===== src/verilog/bbrx_pkg.sv =====
// shared constants for the baseband receive serial port and its host
package bbrx_pkg;
  localparam int WORD_W   = 16;
  localparam int SAMP_W   = 15;
  localparam int CODE_W   = 10;
  localparam int DAC8_W   = 8;
  localparam int ADDR_W   = 4;
  localparam int NIB_W    = 2;
  localparam int NIBBLES  = 5;
  localparam int CMD_W    = 20;
  localparam int NDAC     = 3;
  localparam int OFF_SHIFT = 2;
  // control word layout, msb first: data, address, nibble
  localparam int DATA_LSB = 6;
  localparam int ADDR_LSB = 2;
  // command register bit positions
  localparam int CB_AUX3_WAKE = 5;
  localparam int CB_RATE      = 10;
  localparam int CB_CAL       = 13;
  localparam int CB_WAKE      = 14;
  localparam int CB_AUX2_WAKE = 16;
  localparam int CB_AUX1_WAKE = 17;
  localparam int CB_DRIVE     = 18;
  // device register addresses
  localparam logic [3:0] A_CMD_LO = 4'h0;
  localparam logic [3:0] A_CMD_HI = 4'h1;
  localparam logic [3:0] A_DAC1   = 4'h2;
  localparam logic [3:0] A_SEQ    = 4'h3;
  localparam logic [3:0] A_DAC2   = 4'h4;
  localparam logic [3:0] A_DAC3   = 4'h5;
  localparam logic [3:0] A_OFF_I  = 4'h6;
  localparam logic [3:0] A_OFF_Q  = 4'h7;
  localparam logic [3:0] A_VERN   = 4'h8;
  localparam int VERN_W = 4;
  // shift clock half periods in master clocks: 32 clocks per word high, 64 low
  localparam logic [1:0] SCK_HALF_HIGH = 2'h1;
  localparam logic [1:0] SCK_HALF_LOW  = 2'h2;
  localparam logic TAG_I = 1'h0;
  localparam logic TAG_Q = 1'h1;
  // host apb map
  localparam logic [7:0] OFS_TX   = 8'h00;
  localparam logic [7:0] OFS_STAT = 8'h04;
  localparam logic [7:0] OFS_RXI  = 8'h08;
  localparam logic [7:0] OFS_RXQ  = 8'h0c;
  localparam int ST_BUSY = 0;
  localparam int ST_PAIR = 1;
  typedef enum logic [3:0] {
    ST_SLEEP = 4'h1,
    ST_CAL   = 4'h2,
    ST_LEAD  = 4'h4,
    ST_SHIFT = 4'h8
  } bbrx_st_t;
endpackage : bbrx_pkg


===== src/verilog/bbrx_if.sv =====
// link between the receive port device and its host
`timescale 1ns/1ps
interface bbrx_if;
  logic sck;
  logic sck_oe;
  logic strobe;
  logic strobe_oe;
  logic sdata;
  logic sdata_oe;
  logic sck_line;
  logic strobe_line;
  logic sdata_line;
  logic ctl_sclk;
  logic ctl_sdata;
  logic ctl_latch_n;
  // undriven lines are modelled as pulled low
  assign sck_line    = sck_oe & sck;
  assign strobe_line = strobe_oe & strobe;
  assign sdata_line  = sdata_oe & sdata;
  modport dev (output sck, sck_oe, strobe, strobe_oe, sdata, sdata_oe,
               input ctl_sclk, ctl_sdata, ctl_latch_n);
  modport host (input sck_line, strobe_line, sdata_line,
                output ctl_sclk, ctl_sdata, ctl_latch_n);
endinterface : bbrx_if


===== src/verilog/bbrx_ctl_rx.sv =====
// serial control word receiver of the device
`timescale 1ns/1ps
module bbrx_ctl_rx (
  // clock and reset
  input  wire logic                        clock,
  input  wire logic                        rst,
  input  wire logic                        ce,
  // control pins
  input  wire logic                        sclk,
  input  wire logic                        sdata,
  input  wire logic                        latch_n,
  // received word
  output logic [bbrx_pkg::WORD_W-1:0]      word,
  output logic                             word_valid
);
  logic                        sclk_prev_reg, sclk_prev_next;
  logic [bbrx_pkg::WORD_W-1:0] sh_reg,        sh_next;
  logic [4:0]                  cnt_reg,       cnt_next;
  logic                        v_reg,         v_next;

  always_comb begin
    sclk_prev_next = sclk;
    sh_next        = sh_reg;
    cnt_next       = cnt_reg;
    v_next         = 1'b0;
    if (latch_n) begin
      cnt_next = 5'h0;
    end else if (sclk && !sclk_prev_reg) begin
      sh_next = {sh_reg[bbrx_pkg::WORD_W-2:0], sdata};
      if (cnt_reg == 5'(bbrx_pkg::WORD_W - 1)) begin
        cnt_next = 5'h0;
        v_next   = 1'b1;
      end else begin
        cnt_next = cnt_reg + 5'h1;
      end
    end
  end

  always_ff @(posedge clock) begin
    if (rst) begin
      sclk_prev_reg <= 1'b0;
      sh_reg        <= '0;
      cnt_reg       <= 5'h0;
      v_reg         <= 1'b0;
    end else if (ce) begin
      sclk_prev_reg <= sclk_prev_next;
      sh_reg        <= sh_next;
      cnt_reg       <= cnt_next;
      v_reg         <= v_next;
    end
  end

  assign word       = sh_reg;
  assign word_valid = v_reg;
endmodule : bbrx_ctl_rx


===== src/verilog/bbrx_dev.sv =====
// receive serial port device: sample shifter, calibration, control loader
//
// Contract
// RULE1: rate bit one: word per channel every 64
// RULE2: rate bit zero: word per channel every 128
// RULE3: wake with cal select zero runs calibration
// RULE4: after calibration, I then Q words continuously
// RULE5: strobe marks a word starting next bit
// RULE6: first strobe one shift cycle before I
// RULE7: then strobe with last bit of words
// RULE8: msb first, valid on falling shift edge
// RULE9: each word carries an I/Q tag
// RULE10: each trim dac has own wake bit
// RULE11: code bits enable weighted current segments
// RULE12: all writes via three pin control port
// RULE13: one word write carries address and data
// RULE14: five word write, two bits per word
// RULE15: five word format only from address three
// RULE16: tag is last bit of the word
// RULE17: drive bit zero releases link outputs
// RULE18: sleep only after finishing current pair
// RULE19: nibbles fill msb first, commit at fifth
`timescale 1ns/1ps
module bbrx_dev #(
  parameter int CAL_SHIFT = 4
) (
  // clock and reset
  input  wire logic                                          clock,
  input  wire logic                                          rst,
  input  wire logic                                          ce,
  // link
  bbrx_if.dev                                                lnk,
  // sample source
  input  wire logic [bbrx_pkg::SAMP_W-1:0]                   i_sample,
  input  wire logic [bbrx_pkg::SAMP_W-1:0]                   q_sample,
  output logic                                               sample_take,
  // trim dac segment enables and vernier
  output logic [bbrx_pkg::NDAC-1:0][bbrx_pkg::CODE_W-1:0]    dac_seg,
  output logic [bbrx_pkg::VERN_W-1:0]                        vernier
);
  localparam int SUM_W = bbrx_pkg::SAMP_W + CAL_SHIFT;
  localparam int CC_W  = CAL_SHIFT + 1;

  if (CAL_SHIFT < 1 || CAL_SHIFT > 8) begin : g_bad_cal
    $error("CAL_SHIFT must lie in 1..8");
  end

  logic [bbrx_pkg::WORD_W-1:0] cw;
  logic                        cw_v;

  bbrx_ctl_rx u_ctl (
    .clock      (clock),
    .rst        (rst),
    .ce         (ce),
    .sclk       (lnk.ctl_sclk),
    .sdata      (lnk.ctl_sdata),
    .latch_n    (lnk.ctl_latch_n),
    .word       (cw),
    .word_valid (cw_v)
  ); // RULE12

  // control registers
  logic [bbrx_pkg::CMD_W-1:0]                        cmd_reg,  cmd_next;
  logic [bbrx_pkg::NDAC-1:0][bbrx_pkg::CODE_W-1:0]   dac_reg,  dac_next;
  logic [bbrx_pkg::CODE_W-1:0]                       offi_reg, offi_next;
  logic [bbrx_pkg::CODE_W-1:0]                       offq_reg, offq_next;
  logic [bbrx_pkg::VERN_W-1:0]                       vern_reg, vern_next;
  logic                                              seq_reg,  seq_next;
  logic [2:0]                                        nib_reg,  nib_next;
  logic [bbrx_pkg::CODE_W-1:0]                       acc_reg,  acc_next;
  logic                                              do_wr;
  logic [bbrx_pkg::ADDR_W-1:0]                       wa;
  logic [bbrx_pkg::CODE_W-1:0]                       wd;
  logic                                              cal_done;
  logic [bbrx_pkg::CODE_W-1:0]                       cal_i, cal_q;

  always_comb begin
    cmd_next  = cmd_reg;
    dac_next  = dac_reg;
    offi_next = offi_reg;
    offq_next = offq_reg;
    vern_next = vern_reg;
    seq_next  = seq_reg;
    nib_next  = nib_reg;
    acc_next  = acc_reg;
    do_wr     = 1'b0;
    wa        = cw[bbrx_pkg::ADDR_LSB +: bbrx_pkg::ADDR_W];
    wd        = cw[bbrx_pkg::DATA_LSB +: bbrx_pkg::CODE_W];
    if (cw_v) begin
      if (seq_reg) begin
        acc_next[(bbrx_pkg::NIBBLES - 1 - int'(nib_reg)) * bbrx_pkg::NIB_W +: bbrx_pkg::NIB_W]
          = cw[bbrx_pkg::NIB_W-1:0]; // RULE14 RULE19
        if (nib_reg == 3'(bbrx_pkg::NIBBLES - 1)) begin
          seq_next = 1'b0;
          do_wr    = 1'b1;
          wd       = acc_next; // RULE19
        end else begin
          nib_next = nib_reg + 3'h1;
        end
      end else if (wa == bbrx_pkg::A_SEQ) begin
        seq_next = 1'b1; // RULE15
        nib_next = 3'h1;
        acc_next = {cw[bbrx_pkg::NIB_W-1:0], {(bbrx_pkg::CODE_W-bbrx_pkg::NIB_W){1'b0}}};
      end else begin
        do_wr = 1'b1; // RULE13 RULE15
      end
    end
    if (do_wr) begin
      case (wa)
        bbrx_pkg::A_CMD_LO: cmd_next[bbrx_pkg::CODE_W-1:0] = wd;
        bbrx_pkg::A_CMD_HI: cmd_next[bbrx_pkg::CMD_W-1:bbrx_pkg::CODE_W] = wd;
        bbrx_pkg::A_DAC1:   dac_next[0] = wd;
        bbrx_pkg::A_DAC2:   dac_next[1] = {{(bbrx_pkg::CODE_W-bbrx_pkg::DAC8_W){1'b0}},
                                           wd[bbrx_pkg::DAC8_W-1:0]}; // RULE11
        bbrx_pkg::A_DAC3:   dac_next[2] = {{(bbrx_pkg::CODE_W-bbrx_pkg::DAC8_W){1'b0}},
                                           wd[bbrx_pkg::DAC8_W-1:0]}; // RULE11
        bbrx_pkg::A_OFF_I:  offi_next = wd;
        bbrx_pkg::A_OFF_Q:  offq_next = wd;
        bbrx_pkg::A_VERN:   vern_next = wd[bbrx_pkg::VERN_W-1:0];
        default:            ;
      endcase
    end
    // calibration result replaces any user offset written in the same cycle
    if (cal_done) begin
      offi_next = cal_i;
      offq_next = cal_q;
    end
  end

  always_ff @(posedge clock) begin
    if (rst) begin
      cmd_reg  <= '0;
      dac_reg  <= '0;
      offi_reg <= '0;
      offq_reg <= '0;
      vern_reg <= '0;
      seq_reg  <= 1'b0;
      nib_reg  <= 3'h0;
      acc_reg  <= '0;
    end else if (ce) begin
      cmd_reg  <= cmd_next;
      dac_reg  <= dac_next;
      offi_reg <= offi_next;
      offq_reg <= offq_next;
      vern_reg <= vern_next;
      seq_reg  <= seq_next;
      nib_reg  <= nib_next;
      acc_reg  <= acc_next;
    end
  end

  // trim dac segment gating
  logic [bbrx_pkg::NDAC-1:0]                       aux_wake;
  logic [bbrx_pkg::NDAC-1:0][bbrx_pkg::CODE_W-1:0] seg_next, seg_reg;

  assign aux_wake = {cmd_reg[bbrx_pkg::CB_AUX3_WAKE], cmd_reg[bbrx_pkg::CB_AUX2_WAKE],
                     cmd_reg[bbrx_pkg::CB_AUX1_WAKE]};

  for (genvar g = 0; g < bbrx_pkg::NDAC; g++) begin : g_dac
    assign seg_next[g] = aux_wake[g] ? dac_reg[g] : '0; // RULE10 RULE11
  end

  always_ff @(posedge clock) begin
    if (rst) begin
      seg_reg <= '0;
    end else if (ce) begin
      seg_reg <= seg_next;
    end
  end

  // sample shifter
  bbrx_pkg::bbrx_st_t           st_reg,    st_next;
  logic                         sck_reg,   sck_next;
  logic [1:0]                   cnt_reg,   cnt_next;
  logic [3:0]                   bit_reg,   bit_next;
  logic                         isq_reg,   isq_next;
  logic [bbrx_pkg::WORD_W-1:0]  word_reg,  word_next;
  logic [bbrx_pkg::SAMP_W-1:0]  pq_reg,    pq_next;
  logic                         sd_reg,    sd_next;
  logic                         stb_reg,   stb_next;
  logic                         oe_reg,    oe_next;
  logic                         take_reg,  take_next;
  logic [CC_W-1:0]              cc_reg,    cc_next;
  logic [SUM_W-1:0]             sumi_reg,  sumi_next;
  logic [SUM_W-1:0]             sumq_reg,  sumq_next;
  logic [1:0]                   half;
  logic                         rise;
  logic [bbrx_pkg::SAMP_W-1:0]  i_adj, q_adj;

  function automatic logic [bbrx_pkg::SAMP_W-1:0] less_off(
    input logic [bbrx_pkg::SAMP_W-1:0] s,
    input logic [bbrx_pkg::CODE_W-1:0] o
  );
    return s - {{(bbrx_pkg::SAMP_W-bbrx_pkg::CODE_W-bbrx_pkg::OFF_SHIFT){o[bbrx_pkg::CODE_W-1]}},
                o, {bbrx_pkg::OFF_SHIFT{1'b0}}};
  endfunction : less_off

  assign half  = cmd_reg[bbrx_pkg::CB_RATE] ? bbrx_pkg::SCK_HALF_HIGH
                                            : bbrx_pkg::SCK_HALF_LOW; // RULE1 RULE2
  assign rise  = (cnt_reg == half - 2'h1) && !sck_reg;
  assign i_adj = less_off(i_sample, offi_reg);
  assign q_adj = less_off(q_sample, offq_reg);
  assign cal_i = sumi_next[CAL_SHIFT + bbrx_pkg::OFF_SHIFT +: bbrx_pkg::CODE_W];
  assign cal_q = sumq_next[CAL_SHIFT + bbrx_pkg::OFF_SHIFT +: bbrx_pkg::CODE_W];

  always_comb begin
    st_next   = st_reg;
    sck_next  = sck_reg;
    cnt_next  = cnt_reg + 2'h1;
    bit_next  = bit_reg;
    isq_next  = isq_reg;
    word_next = word_reg;
    pq_next   = pq_reg;
    sd_next   = sd_reg;
    stb_next  = stb_reg;
    oe_next   = cmd_reg[bbrx_pkg::CB_DRIVE]; // RULE17
    take_next = 1'b0;
    cc_next   = cc_reg;
    sumi_next = sumi_reg;
    sumq_next = sumq_reg;
    cal_done  = 1'b0;
    if (cnt_reg == half - 2'h1) begin
      cnt_next = 2'h0;
      sck_next = !sck_reg;
    end
    // data moves on the rising shift edge so it is stable at the falling one
    if (rise) begin
      unique case (st_reg)
        bbrx_pkg::ST_SLEEP: begin
          sd_next  = 1'b0;
          stb_next = 1'b0;
          if (cmd_reg[bbrx_pkg::CB_WAKE]) begin
            cc_next   = '0;
            sumi_next = '0;
            sumq_next = '0;
            st_next   = cmd_reg[bbrx_pkg::CB_CAL] ? bbrx_pkg::ST_LEAD
                                                  : bbrx_pkg::ST_CAL; // RULE3
          end
        end
        bbrx_pkg::ST_CAL: begin
          sumi_next = sumi_reg + {{CAL_SHIFT{i_sample[bbrx_pkg::SAMP_W-1]}}, i_sample};
          sumq_next = sumq_reg + {{CAL_SHIFT{q_sample[bbrx_pkg::SAMP_W-1]}}, q_sample};
          cc_next   = cc_reg + CC_W'(1);
          if (cc_reg == CC_W'((1 << CAL_SHIFT) - 1)) begin
            cal_done = 1'b1; // RULE3
            st_next  = bbrx_pkg::ST_LEAD;
          end
        end
        bbrx_pkg::ST_LEAD: begin
          stb_next  = 1'b1; // RULE5 RULE6
          sd_next   = 1'b0;
          word_next = {i_adj, bbrx_pkg::TAG_I}; // RULE4 RULE9 RULE16
          pq_next   = q_adj;
          take_next = 1'b1;
          bit_next  = 4'h0;
          isq_next  = 1'b0;
          st_next   = bbrx_pkg::ST_SHIFT;
        end
        bbrx_pkg::ST_SHIFT: begin
          sd_next   = word_reg[bbrx_pkg::WORD_W-1]; // RULE8
          word_next = {word_reg[bbrx_pkg::WORD_W-2:0], 1'b0};
          stb_next  = (bit_reg == 4'(bbrx_pkg::WORD_W - 1)); // RULE5 RULE7
          bit_next  = bit_reg + 4'h1;
          if (bit_reg == 4'(bbrx_pkg::WORD_W - 1)) begin
            if (!isq_reg) begin
              word_next = {pq_reg, bbrx_pkg::TAG_Q}; // RULE9 RULE16
              isq_next  = 1'b1;
            end else if (cmd_reg[bbrx_pkg::CB_WAKE]) begin
              word_next = {i_adj, bbrx_pkg::TAG_I}; // RULE4
              pq_next   = q_adj;
              take_next = 1'b1;
              isq_next  = 1'b0;
            end else begin
              st_next = bbrx_pkg::ST_SLEEP; // RULE18
            end
          end
        end
      endcase
    end
  end

  always_ff @(posedge clock) begin
    if (rst) begin
      st_reg   <= bbrx_pkg::ST_SLEEP;
      sck_reg  <= 1'b0;
      cnt_reg  <= 2'h0;
      bit_reg  <= 4'h0;
      isq_reg  <= 1'b0;
      word_reg <= '0;
      pq_reg   <= '0;
      sd_reg   <= 1'b0;
      stb_reg  <= 1'b0;
      oe_reg   <= 1'b0;
      take_reg <= 1'b0;
      cc_reg   <= '0;
      sumi_reg <= '0;
      sumq_reg <= '0;
    end else if (ce) begin
      st_reg   <= st_next;
      sck_reg  <= sck_next;
      cnt_reg  <= cnt_next;
      bit_reg  <= bit_next;
      isq_reg  <= isq_next;
      word_reg <= word_next;
      pq_reg   <= pq_next;
      sd_reg   <= sd_next;
      stb_reg  <= stb_next;
      oe_reg   <= oe_next;
      take_reg <= take_next;
      cc_reg   <= cc_next;
      sumi_reg <= sumi_next;
      sumq_reg <= sumq_next;
    end
  end

  // shift clock keeps running in sleep; only the drive bit releases it
  assign lnk.sck       = sck_reg;
  assign lnk.sck_oe    = oe_reg; // RULE17
  assign lnk.strobe    = stb_reg;
  assign lnk.strobe_oe = oe_reg;
  assign lnk.sdata     = sd_reg;
  assign lnk.sdata_oe  = oe_reg;
  assign sample_take   = take_reg;
  assign dac_seg       = seg_reg;
  assign vernier       = vern_reg;
endmodule : bbrx_dev


===== src/flat_wrapper.sv =====
// flat-port wrapper written by rule: the top's interface ports become plain ports
module bbrx_dev_flat 
#(
  parameter int CAL_SHIFT = 4
)
  (clock, rst, ce, i_sample, q_sample, sample_take, dac_seg, vernier, lnk_sck, lnk_sck_oe, lnk_strobe, lnk_strobe_oe, lnk_sdata, lnk_sdata_oe, lnk_ctl_sclk, lnk_ctl_sdata, lnk_ctl_latch_n);
  bbrx_if lnk_i ();
  input  wire logic clock;
  input  wire logic rst;
  input  wire logic ce;
  input  wire logic [bbrx_pkg::SAMP_W-1:0] i_sample;
  input  wire logic [bbrx_pkg::SAMP_W-1:0] q_sample;
  output logic sample_take;
  output logic [bbrx_pkg::NDAC-1:0][bbrx_pkg::CODE_W-1:0] dac_seg;
  output logic [bbrx_pkg::VERN_W-1:0] vernier;
  output wire logic [$bits(lnk_i.sck)-1:0] lnk_sck;
  output wire logic [$bits(lnk_i.sck_oe)-1:0] lnk_sck_oe;
  output wire logic [$bits(lnk_i.strobe)-1:0] lnk_strobe;
  output wire logic [$bits(lnk_i.strobe_oe)-1:0] lnk_strobe_oe;
  output wire logic [$bits(lnk_i.sdata)-1:0] lnk_sdata;
  output wire logic [$bits(lnk_i.sdata_oe)-1:0] lnk_sdata_oe;
  input wire logic [$bits(lnk_i.ctl_sclk)-1:0] lnk_ctl_sclk;
  input wire logic [$bits(lnk_i.ctl_sdata)-1:0] lnk_ctl_sdata;
  input wire logic [$bits(lnk_i.ctl_latch_n)-1:0] lnk_ctl_latch_n;
  assign lnk_sck = lnk_i.sck;
  assign lnk_sck_oe = lnk_i.sck_oe;
  assign lnk_strobe = lnk_i.strobe;
  assign lnk_strobe_oe = lnk_i.strobe_oe;
  assign lnk_sdata = lnk_i.sdata;
  assign lnk_sdata_oe = lnk_i.sdata_oe;
  assign lnk_i.ctl_sclk = lnk_ctl_sclk;
  assign lnk_i.ctl_sdata = lnk_ctl_sdata;
  assign lnk_i.ctl_latch_n = lnk_ctl_latch_n;
  bbrx_dev #(.CAL_SHIFT(CAL_SHIFT)) u_core (.clock(clock), .rst(rst), .ce(ce), .lnk(lnk_i), .i_sample(i_sample), .q_sample(q_sample), .sample_take(sample_take), .dac_seg(dac_seg), .vernier(vernier));
endmodule

===== config.mk =====
export PLATFORM = sky130hd
export DESIGN_NAME = bbrx_dev_flat
export DESIGN_NICKNAME = d
export VERILOG_FILES = /design/src/verilog/bbrx_pkg.sv /design/src/verilog/bbrx_if.sv /design/src/verilog/bbrx_ctl_rx.sv /design/src/verilog/bbrx_dev.sv /design/src/flat_wrapper.sv
export SDC_FILE = /design/constraint.sdc
export NUM_CORES = 1
export LEC_CHECK = 0
export BUFFER_PORTS_ARGS = -buffer_cell sky130_fd_sc_hd__buf_4
export CAP_MARGIN = 5
export CORE_MARGIN = 1.5
export CORE_UTILIZATION = 23
export CTS_CLUSTER_DIAMETER = 40
export CTS_CLUSTER_SIZE = 28
export DETAILED_ROUTE_END_ITERATION = 12
export PLACE_DENSITY = 0.47
export SLEW_MARGIN = 20
export SYNTH_ARGS = -nofsm -noshare
export SYNTH_HDL_FRONTEND = slang
export SYNTH_SLANG_ARGS = --single-unit

===== constraint.sdc =====
create_clock -name clock -period 3.6 [get_ports clock]
set_input_delay 0.54 -clock clock [delete_from_list [all_inputs] [get_ports clock]]
set_output_delay 0.54 -clock clock [all_outputs]
set_load 0.03 [all_outputs]

======== Yosys cells after proc, flatten, opt, wreduce, memory -nomap -nowiden ========
Cells that the tools add are included.
cells by class
  add/sub/neg operators ................... 12
  eq/ne operators ......................... 24
  shifts and indexed selects .............. 2
  muxes and demuxes ....................... 71
  bitwise operators ....................... 1
  reduce and logical (&&, ||, !) cells .... 36
operators with widths
  cell                                                   number
  two-way mux 10 bit                                     12
  two-way mux 16 bit                                     5
  case mux 19 bit (2 select lines)                       2
  two-way mux 15 bit                                     3
  AND reduction 3 bit                                    13
  adder 19 bit                                           2
  two-way mux 19 bit                                     2
  negator 32 -> 33 bit                                   1
  variable shift 2 x 33 -> 10 bit, first input constant  1
  indexed part select 2 x 33 -> 10 bit                   1
  case mux 16 bit (2 select lines)                       1
  case mux 15 bit (2 select lines)                       1
  subtractor 15 bit                                      2
  equality test 4 x 3 -> 1 bit, second input constant    5
  two-way mux 1 bit                                      20
  two-way mux 4 bit                                      5
  two-way mux 5 bit                                      4
  two-way mux 8 bit                                      2
  case mux 4 bit (4 select lines)                        1
  nonzero test 2 bit                                     8
  equality test 4 x 2 -> 1 bit, second input constant    3
  equality test 4 bit, second input constant             3
  two-way mux 3 bit                                      4
  AND reduction 4 bit                                    3
  27 further kinds                                       42
storage, ports and cells
  flip-flop bits (word level) ............. 222
  output and inout bits ................... 41

======== Longest topological paths before layout ========
Gate-level depths: netlist (run 1).
  depth after elaboration ................. 10
  mapped depth ............................ 11
  gate-level depth less buffers ........... 10

======== Modules after synthesis ========
Synthesis (run 1) repeated with hierarchy kept, for this count alone.
unflattened totals
  cell total of the unflattened synthesis .. 1354
  area, all modules ....................... 11303.3 um^2
by module, submodules not included
  module       instances  cells an instance  area each (um^2)  seq. area each (um^2)
  bbrx_dev     1          1248               10357.4           3623.5
  bbrx_ctl_rx  1          106                945.9             460.4

======== Worst setup path after synthesis (run 1) ========
Ideal clock, no wire load.
  path kind ............................... flip-flop to flip-flop
  from .................................... reg u_core.nib_reg[0]
  to ...................................... reg u_core.offi_reg[3] in the netlist's numbering
  data arrival time ....................... 2.649 ns
  data required time ...................... 3.466 ns
  slack ................................... 0.817 ns
  stages on the path, launching flop included .. 11
  buffers on the path ..................... 0
  cells stage by stage .................... dfxtp_1 -> inv_2 -> ha_1 -> ha_1 -> xor2_1 -> nor4_2 -> mux2_2 -> mux2_2 -> and2_1 -> a211oi_1 -> a211oi_1
between the ends
  longest elaborated chain between the ends .. 10
  elaborated cells on any way between the ends .. 17
  classes of those cells .................. add/sub: 2; eq/ne: 1; shift: 2; mux: 10; reduce/logical: 2
ends and longest elaborated chain
  item                                                                                            line             RTL
  from (decl)                                                                                     bbrx_dev.sv:69   logic [2:0] nib_reg, nib_next;
  from (signal assigned)                                                                          bbrx_dev.sv:147  nib_reg <= nib_next;
  subtractor 3 x 3 -> 4 bit                                                                       bbrx_dev.sv:91   acc_next[(bbrx_pkg::NIBBLES - 1 - int'(nib_reg)) * bbrx_pkg::NIB_W +: bbrx_pkg::NIB_W]
  negator 32 -> 33 bit                                                                            bbrx_dev.sv:92   = cw[bbrx_pkg::NIB_W-1:0];
  indexed part select 2 x 33 -> 10 bit / variable shift 2 x 33 -> 10 bit (equally long branches)  bbrx_dev.sv:91
  bitwise mux 10 bit                                                                              bbrx_dev.sv:91
  two-way mux 10 bit                                                                              bbrx_dev.sv:93   if (nib_reg == 3'(bbrx_pkg::NIBBLES - 1)) begin
  two-way mux 10 bit                                                                              bbrx_dev.sv:90   if (seq_reg) begin
  two-way mux 10 bit                                                                              bbrx_dev.sv:89   if (cw_v) begin
  two-way mux 10 bit                                                                              bbrx_dev.sv:109  case (wa)
  two-way mux 10 bit                                                                              bbrx_dev.sv:108  if (do_wr) begin
  two-way mux 10 bit                                                                              bbrx_dev.sv:124  if (cal_done) begin
  to (signal assigned)                                                                            bbrx_dev.sv:143  offi_reg <= offi_next;
  to (decl)                                                                                       bbrx_dev.sv:65   logic [bbrx_pkg::CODE_W-1:0] offi_reg, offi_next;
Several ways; a longest one is shown, not always the timed one. The select of a mux whose other input is x is not followed.
A chain may end at the register's enable or synchronous reset.

======== Worst setup path after layout (run 1) ========
  from .................................... reg u_core.nib_reg[0]
  to ...................................... reg u_core.offq_reg[5] in the netlist's numbering
between the ends
  longest elaborated chain between the ends .. 10
  elaborated cells on any way between the ends .. 17
  classes of those cells .................. add/sub: 2; eq/ne: 1; shift: 2; mux: 10; reduce/logical: 2
ends and longest elaborated chain
  item                                                                                            line             RTL
  subtractor 3 x 3 -> 4 bit                                                                       bbrx_dev.sv:91
  negator 32 -> 33 bit                                                                            bbrx_dev.sv:92
  indexed part select 2 x 33 -> 10 bit / variable shift 2 x 33 -> 10 bit (equally long branches)  bbrx_dev.sv:91
  bitwise mux 10 bit                                                                              bbrx_dev.sv:91
  two-way mux 10 bit                                                                              bbrx_dev.sv:93
  two-way mux 10 bit                                                                              bbrx_dev.sv:90
  two-way mux 10 bit                                                                              bbrx_dev.sv:89
  two-way mux 10 bit                                                                              bbrx_dev.sv:109
  two-way mux 10 bit                                                                              bbrx_dev.sv:108
  two-way mux 10 bit                                                                              bbrx_dev.sv:124
  to (signal assigned)                                                                            bbrx_dev.sv:144  offq_reg <= offq_next;
  to (decl)                                                                                       bbrx_dev.sv:66   logic [bbrx_pkg::CODE_W-1:0] offq_reg, offq_next;
Several ways; a longest one is shown, not always the timed one. The select of a mux whose other input is x is not followed.

==> results of run 1 <==
## stage by stage
step / setup slack, ns / hold WS (ns) / cell area [um^2] / instances
after CTS: 0.447 / 0.174 / 13600 / 2133
after global placement: 0.439 / 0.443 / 12500 / 2075
after detailed placement: 0.395 / 0.450 / 12500 / 2075
after floorplan: 0.817 / 0.429 / 11400 / 1398
final: 0.451 / 0.197 / 13600 / 2133
after global routing: 0.183 / 0.199 / 13600 / 2133
## logic make-up (layout without fill, tap and decap cells)
group,count (synthesis),after routing
multiplexers,60,60
flip-flops,204,204
adder cells (fa/ha/maj),65,65
XOR/XNOR,31,31
other,1,4
buffers and inverters,128,199
AND/OR/NAND/NOR,541,541
AO/OA/AOI/OAI,365,365
## cell type report
cell class	count	area, um^2	area share, %
Clock buffer	31	776	5.70
Clock inverter	27	297	2.18
Inverter	50	188	1.38
Multi-Input combinational cell	1066	6730	49.5
Sequential cell	204	4080	30.0
Tap cell	664	831	6.11
Timing Repair Buffer	91	699	5.14
## final timing paths
check                             startpoint                                 endpoint  cells past startpoint
min                             lnk_ctl_sclk  u_core.u_ctl.sclk_prev_reg$_SDFFE_PP0P_                      3
min reg2reg  u_core.sumq_reg[6]$_SDFFE_PP0P_          u_core.sumq_reg[6]$_SDFFE_PP0P_                      2
max           u_core.nib_reg[0]$_SDFFE_PP0P_          u_core.offq_reg[5]$_SDFFE_PP0P_                      9
max reg2reg   u_core.nib_reg[0]$_SDFFE_PP0P_          u_core.offq_reg[5]$_SDFFE_PP0P_                      9
## cells in the mapped netlist (4+ instances only)
cell type / count / share of area, %
dfxtp_1: 204 / 36
nor2_1: 167 / 5.5
nand2_1: 130 / 4.3
a21oi_1: 129 / 5.7
ha_1: 61 / 6.7
nand3_1: 56 / 2.5
o21ai_0: 56 / 2.5
mux2i_1: 52 / 4.6
clkbuf_1: 50 / 1.7
inv_1: 49 / 1.6
nand2b_1: 47 / 2.6
nor3_1: 36 / 1.6
a211oi_1: 31 / 2.0
a22oi_1: 24 / 1.6
xnor2_1: 21 / 1.6
nor2b_1: 18 / 0.99
o21a_1: 14 / 0.92
a31oi_1: 13 / 0.72
buf_2: 12 / 0.53
and3_1: 11 / 0.61
a311oi_1: 10 / 0.77
nand3b_1: 10 / 0.66
nor4_1: 10 / 0.55
o21ai_1: 10 / 0.44
xor2_1: 10 / 0.77
a21o_1: 9 / 0.59
and2_1: 9 / 0.50
buf_4: 8 / 0.53
mux2_2: 8 / 0.79
or3_1: 8 / 0.44
nand4_1: 7 / 0.39
a32oi_1: 6 / 0.46
nor3b_1: 6 / 0.40
a221oi_1: 5 / 0.39
a222oi_1: 5 / 0.44
buf_1: 5 / 0.17
a21boi_0: 4 / 0.26
fa_1: 4 / 0.70
o2111ai_1: 4 / 0.31
o211ai_1: 4 / 0.26
o21bai_1: 4 / 0.26
o31ai_1: 4 / 0.26
## power by group through the flow
stage	logic [W]	clock network [W]	registers, W
after floorplan	0.000252	0	0.00232
after global placement	0.000370	0	0.00232
after detailed placement	0.000374	0	0.00232
after CTS	0.000375	0.00319	0.00227
after global routing	0.000413	0.00330	0.00227
final	0.000372	0.00311	0.00227
## routing by layer
metal,vias to the layer above,GRT usage [%],share of wire [%]
met4,0,3.57,2.2
met3,56,2.32,4.8
li1,5112,-,-
met2,217,22.4,45
met1,4832,19.1,48
met5,-,0,0
## cells in the final DEF, fill, tap and decap left out, types with 24 or more instances in the layout
| master | synthesis | layout |
|---|---|---|
| nor2_1 | 167 | 166 |
| nand2_1 | 130 | 130 |
| nand2b_1 | 47 | 47 |
| a211oi_1 | 31 | 31 |
| inv_1 | 49 | 49 |
| dfxtp_1 | 204 | 204 |
| ha_1 | 61 | 61 |
| mux2i_1 | 52 | 52 |
| o21ai_0 | 56 | 56 |
| buf_4 | 8 | 89 |
| clkbuf_16 | 0 | 31 |
| a21oi_1 | 129 | 129 |
| a22oi_1 | 24 | 24 |
| nand3_1 | 56 | 56 |
| nor3_1 | 36 | 36 |
## critical path, delay by kind of cell (launching register included)
kind,cells,cell delay (ns)
mux,1,0.15
buf+inv,1,0.12
flops,1,0.50
xor+xnor,1,0.24
simple gates,2,0.63
compound gates,2,0.76
fa+ha+maj,2,0.66
==> impl_metrics.env, run 1 <==
export IMPL_status="completed"
export IMPL_die_w_um=225
export IMPL_ys_types=88
export IMPL_fin_nets=1545
export IMPL_finalCritPeriodShare_pct=87.5
export IMPL_pwr_share_comb_pct=6.5
export IMPL_final_hold_viol_count=0
export IMPL_fin_util_pct=27.8
export IMPL_drtAntennaViolNets=0
export IMPL_vias_per_cell=4.79
export IMPL_synth_compound_area_share_pct=20.6
export IMPL_cts_sinks=204
export IMPL_fin_tns_setup_ns=0
export IMPL_fill_cells=5286
export IMPL_r2r_slack_ns=0.45
export IMPL_p_seq_share_pct=39.4
export IMPL_wl_mm=35.6
export IMPL_synth_top_family_by_area="simple AND/OR/NAND/NOR gates"
export IMPL_clock_skew_ns=0.0254
export IMPL_path_max_fanout=9
export IMPL_p_total_w=0.00575
export IMPL_die_area_um2=50800
export IMPL_crit_path_start_kind="flip-flop"
export IMPL_ys_ff_latch=204
export IMPL_slew_limit_headroom_pct=42.4
export IMPL_antenna_found_initial=0
export IMPL_grt_start_max_net_pins=74
export IMPL_grt_pass1_vias=9706
export IMPL_diodes=0
export IMPL_synth_edff_count=0
export IMPL_p_clk_share_pct=54.1
export IMPL_hold_class="input port to flip-flop"
export IMPL_yosys_warnings=0
export IMPL_crit_chain="inv_2 -> ha_1 -> ha_1 -> xor2_1 -> nor4_2 -> mux2i_1 -> o21ai_1 -> nand2_1 -> a311oi_1"
export IMPL_core_um2=48800
export IMPL_p_sw_share_pct=26.2
export IMPL_worst_setup_path_end_kind="flip-flop"
export IMPL_synth_ff_type="dfxtp_1"
export IMPL_vias=10200
export IMPL_drc=0
export IMPL_p_int_w=0.00425
export IMPL_cts_clk_slew_worst_paths_ns=0.06
export IMPL_setup_violations=0
export IMPL_crit_required_ns=4.09
export IMPL_crit_path_max_incr_delay_ns=0.50
export IMPL_grtUsageTotal_pct=13.9
export IMPL_cts_resized=0
export IMPL_p_sw_w=0.00151
export IMPL_cp_slowest_cell="dfxtp_1"
export IMPL_cts_inserted_buffers=31
export IMPL_cap_violations=0
export IMPL_synthCells=1395
export IMPL_slew_violations=0
export IMPL_postSynthAreaPerCell_um2=8.15
export IMPL_power_density_nw_per_um2=423
export IMPL_drt_iter0_drc=639
export IMPL_p_leak_nw=5.19
export IMPL_fmax_ghz=0.318
export IMPL_rows=81
export IMPL_min_period_ns=3.15
export IMPL_synthSimpleGateAreaFrac_pct=23.3
export IMPL_layout_drive_gt1_share_pct=12.2
export IMPL_place_congestion=0.824
export IMPL_muxShareOfSynthArea_pct=5.37
export IMPL_port_buffers=72
export IMPL_worstPathArrival_ns=3.64
export IMPL_synth_xor_area_share_pct=2.39
export IMPL_cts_hold_buf=0
export IMPL_cts_tree="yes"
export IMPL_synth_async_reset_ratio_pct=0
export IMPL_ioPinCount=77
export IMPL_synth_adder_area_share_pct=7.42
export IMPL_ctsHtreeMaxLevel=1
export IMPL_post_drt_wl_per_cell_um=16.7
export IMPL_cp_common_cell="ha_1"
export IMPL_cts_buffer_depth=3
export IMPL_cts_root_buffer_cell="clkbuf_16"
export IMPL_netlist_area_um2=11400
export IMPL_initial_core_util_pct=23.3
export IMPL_firstDrtPassIters=6
export IMPL_cts_setup_buffers=0
export IMPL_rsz0062_at_grt="no"
export IMPL_dpl_hpwl_mm=25.7
export IMPL_area_delta_synth_final_pct=19.7
export IMPL_globalRouteOverflowTotal=0
export IMPL_clk_insertion_delay_late_ns=0.59
export IMPL_grt_pass1_wl_mm=55.4
export IMPL_crit_type="flip-flop to flip-flop"
export IMPL_ys_seq_area_share_pct=35.9
export IMPL_tightest_slew_ns=0.862
export IMPL_dieHeight_um=225
export IMPL_ir_worst_vdd_uv=356
(Power assumes the default switching activity.)
==> run 2, diff against run 1 <==
--- a/config.mk
+++ b/config.mk
@@ -13,6 +13,7 @@
 export CTS_CLUSTER_SIZE = 28
 export DETAILED_ROUTE_END_ITERATION = 12
 export PLACE_DENSITY = 0.47
+export REMOVE_ABC_BUFFERS = 1
 export SLEW_MARGIN = 20
 export SYNTH_ARGS = -nofsm -noshare
 export SYNTH_HDL_FRONTEND = slang
==> run 2 against run 1 <==
  * Sequential share of layout area hardly changed
  * Die area did not move
  * Global-route usage shrank 0.086 points
  * Sequential power about the same
  * Largest cell class unchanged
  * Critical path type unchanged
  * Maximum frequency rose by 1.1%
  * Via count fell by 0.30%
  * Non-clock buffer count up 4
  * Combinational power decreased by 1%
==> impl_metrics.env, run 2 (synthesis results as in run 1) <==
export IMPL_status="completed"
export IMPL_cts_buffer_depth=3
export IMPL_clock_skew_ns=0.0140
export IMPL_grt_pass1_vias=9684
export IMPL_min_from="lnk_ctl_sclk"
export IMPL_drc=0
export IMPL_fin_nets=1547
export IMPL_r2r_end="u_core.offi_reg[2]$_SDFFE_PP0P_"
export IMPL_layout_drive_gt1_share_pct=12.1
export IMPL_multi_input_area_um2=6730
export IMPL_globalRouteOverflowTotal=0
export IMPL_slew_limit_headroom_pct=29.7
export IMPL_cts_tree="yes"
export IMPL_grt_busiest_layer="met2"
export IMPL_p_leak_nw=5.18
export IMPL_hold_class="input port to flip-flop"
export IMPL_fmax_ghz=0.321
export IMPL_fill_cells=5380
export IMPL_met1_usage_pct=19.4
export IMPL_final_common_cell="dfxtp_1"
export IMPL_place_congestion=0.855
export IMPL_setup_violations=0
export IMPL_worstPathArrival_ns=3.53
export IMPL_stdcell_area_um2=13600
export IMPL_initial_core_util_pct=23.3
export IMPL_grtUsageTotal_pct=13.8
export IMPL_ctsHtreeMaxLevel=1
export IMPL_drtAntennaViolNets=0
export IMPL_fin_tns_setup_ns=0
export IMPL_r2r_start="u_core.nib_reg[0]$_SDFFE_PP0P_"
export IMPL_tightest_slew_ns=1.05
export IMPL_crit_type="flip-flop to flip-flop"
export IMPL_grt_use_met3_pct=2.37
export IMPL_path_max_fanout=9
export IMPL_post_drt_wl_per_cell_um=16.5
export IMPL_wl_mm=35.2
export IMPL_area_delta_synth_final_pct=19.6
export IMPL_cts_resized=0
export IMPL_ff_latch_area_um2=4080
export IMPL_die_area_um2=50800
export IMPL_crit_chain="inv_2 -> ha_1 -> ha_1 -> xor2_1 -> nor4_2 -> mux2_2 -> mux2_2 -> and2_1 -> a211oi_1 -> a211oi_1"
export IMPL_rsz0062_at_grt="no"
export IMPL_drt_iter0_drc=682
export IMPL_cts_sinks=204
export IMPL_die_w_um=225
export IMPL_firstDrtPassIters=6
export IMPL_crit_required_ns=4.01
export IMPL_cap_violations=0
export IMPL_vias_per_cell=4.77
export IMPL_min_period_ns=3.11
export IMPL_final_hold_viol_count=0
export IMPL_vias=10200
export IMPL_dpl_hpwl_mm=26.3
export IMPL_power_density_nw_per_um2=413
export IMPL_cts_hold_buf=0
export IMPL_port_buffers=72
export IMPL_cts_root_buffer_cell="clkbuf_16"
export IMPL_dieHeight_um=225
export IMPL_layout_common_cells="dfxtp_1 (204), nor2_1 (166), nand2_1 (130), a21oi_1 (129), buf_4 (92)"
export IMPL_dpl_instance_area_um2=12600
export IMPL_whs_endpoint="u_core.u_ctl.sclk_prev_reg$_SDFFE_PP0P_"
export IMPL_grt_pass1_wl_mm=55.4
export IMPL_cp_slowest_cell="dfxtp_1"
export IMPL_antenna_found_initial=1
export IMPL_holdPathStages=3
export IMPL_ir_worst_vdd_uv=434
export IMPL_grt_util_met2_pct=21.8
export IMPL_crit_path_max_incr_delay_ns=0.50
export IMPL_slew_violations=0
export IMPL_ioPinCount=77
export IMPL_finalCritPeriodShare_pct=86.5
export IMPL_cts_setup_buffers=0
export IMPL_worst_r2r_path_depth=10
export IMPL_cts_clk_slew_worst_paths_ns=0.06
export IMPL_grt_start_max_net_pins=80
export IMPL_worst_setup_path_end_kind="flip-flop"
export IMPL_crit_path_start_kind="flip-flop"
export IMPL_core_um2=48800
export IMPL_r2r_slack_ns=0.49
export IMPL_cts_inserted_buffers=29
export IMPL_clk_insertion_delay_late_ns=0.56
export IMPL_rows=81
==> run 2: cell types whose count changed in the layout (fill, tap and decap cells not counted), sizes merged <==
cell / change
clkinv: -7
diode: +1
inv: +4
clkinvlp: -1
buf: +4
==> run 2: worst max-delay path by stage <==
| stage | from | endpoint | slack [ns] | cells after the start |
|---|---|---|---|---|
| after floorplan | u_core.nib_reg[0]$_SDFFE_PP0P_ | u_core.offi_reg[3]$_SDFFE_PP0P_ | 0.82 | 10 |
| after global placement | i_sample[0] | u_core.offi_reg[8]$_SDFFE_PP0P_ | 0.57 | 11 |
| after detailed placement | u_core.nib_reg[0]$_SDFFE_PP0P_ | u_core.offi_reg[2]$_SDFFE_PP0P_ | 0.52 | 10 |
| after CTS | u_core.nib_reg[0]$_SDFFE_PP0P_ | u_core.offi_reg[2]$_SDFFE_PP0P_ | 0.50 | 10 |
| after global routing | u_core.nib_reg[0]$_SDFFE_PP0P_ | u_core.offi_reg[5]$_SDFFE_PP0P_ | 0.22 | 9 |
| final | u_core.nib_reg[0]$_SDFFE_PP0P_ | u_core.offi_reg[2]$_SDFFE_PP0P_ | 0.49 | 10 |
==> run 2: power breakdown <==
group	internal [W]	leakage, nW	switching, W	total [W]
combinational	0.000142	3.04	0.000226	0.000368
sequential	0.00226	1.64	0.00000582	0.00227
clock	0.00177	0.494	0.00121	0.00298
total	0.00417	5.18	0.00144	0.00562
==> run 2: layer usage <==
| layer | vias to the layer above | share of wire [%] |
|---|---|---|
| met1 | 4766 | 49 |
| met4 | 0 | 2.1 |
| li1 | 5118 | - |
| met2 | 247 | 44 |
| met5 | - | 0 |
| met3 | 55 | 5.0 |
==> run 2: stage by stage <==
step                      total power (W)  hold WS, ns  worst slack (ns)  util (%)  instances
after floorplan                   0.00252        0.425             0.820         -       1320
after global placement            0.00268        0.443             0.569      25.7       2079
after detailed placement          0.00269        0.449             0.522      25.7       2079
after CTS                         0.00571        0.200             0.497      27.8       2133
after global routing              0.00583        0.222             0.223      27.8       2133
final                             0.00562        0.226             0.485      27.8       2134
==> run 2: worst max-delay path, delay by kind of cell, from the launching register on <==
family                     cells  cell delay, ns
muxes                          2            0.71
adders and majority gates      2            0.65
DFF                            1            0.50
and+or+nand+nor                2            0.46
AOI/OAI and AO/OA              2            0.28
xor gates and xnor gates       1            0.24
buffers and inverters          1            0.12
==> run 2: area by class of cell <==
type	instances	share of cell area [%]
Sequential cell	204	30.1
Antenna cell	1	0.0184
Clock inverter	23	1.98
Timing Repair Buffer	95	5.46
Inverter	50	1.38
Tap cell	664	6.11
Multi-Input combinational cell	1066	49.5
Clock buffer	31	5.47
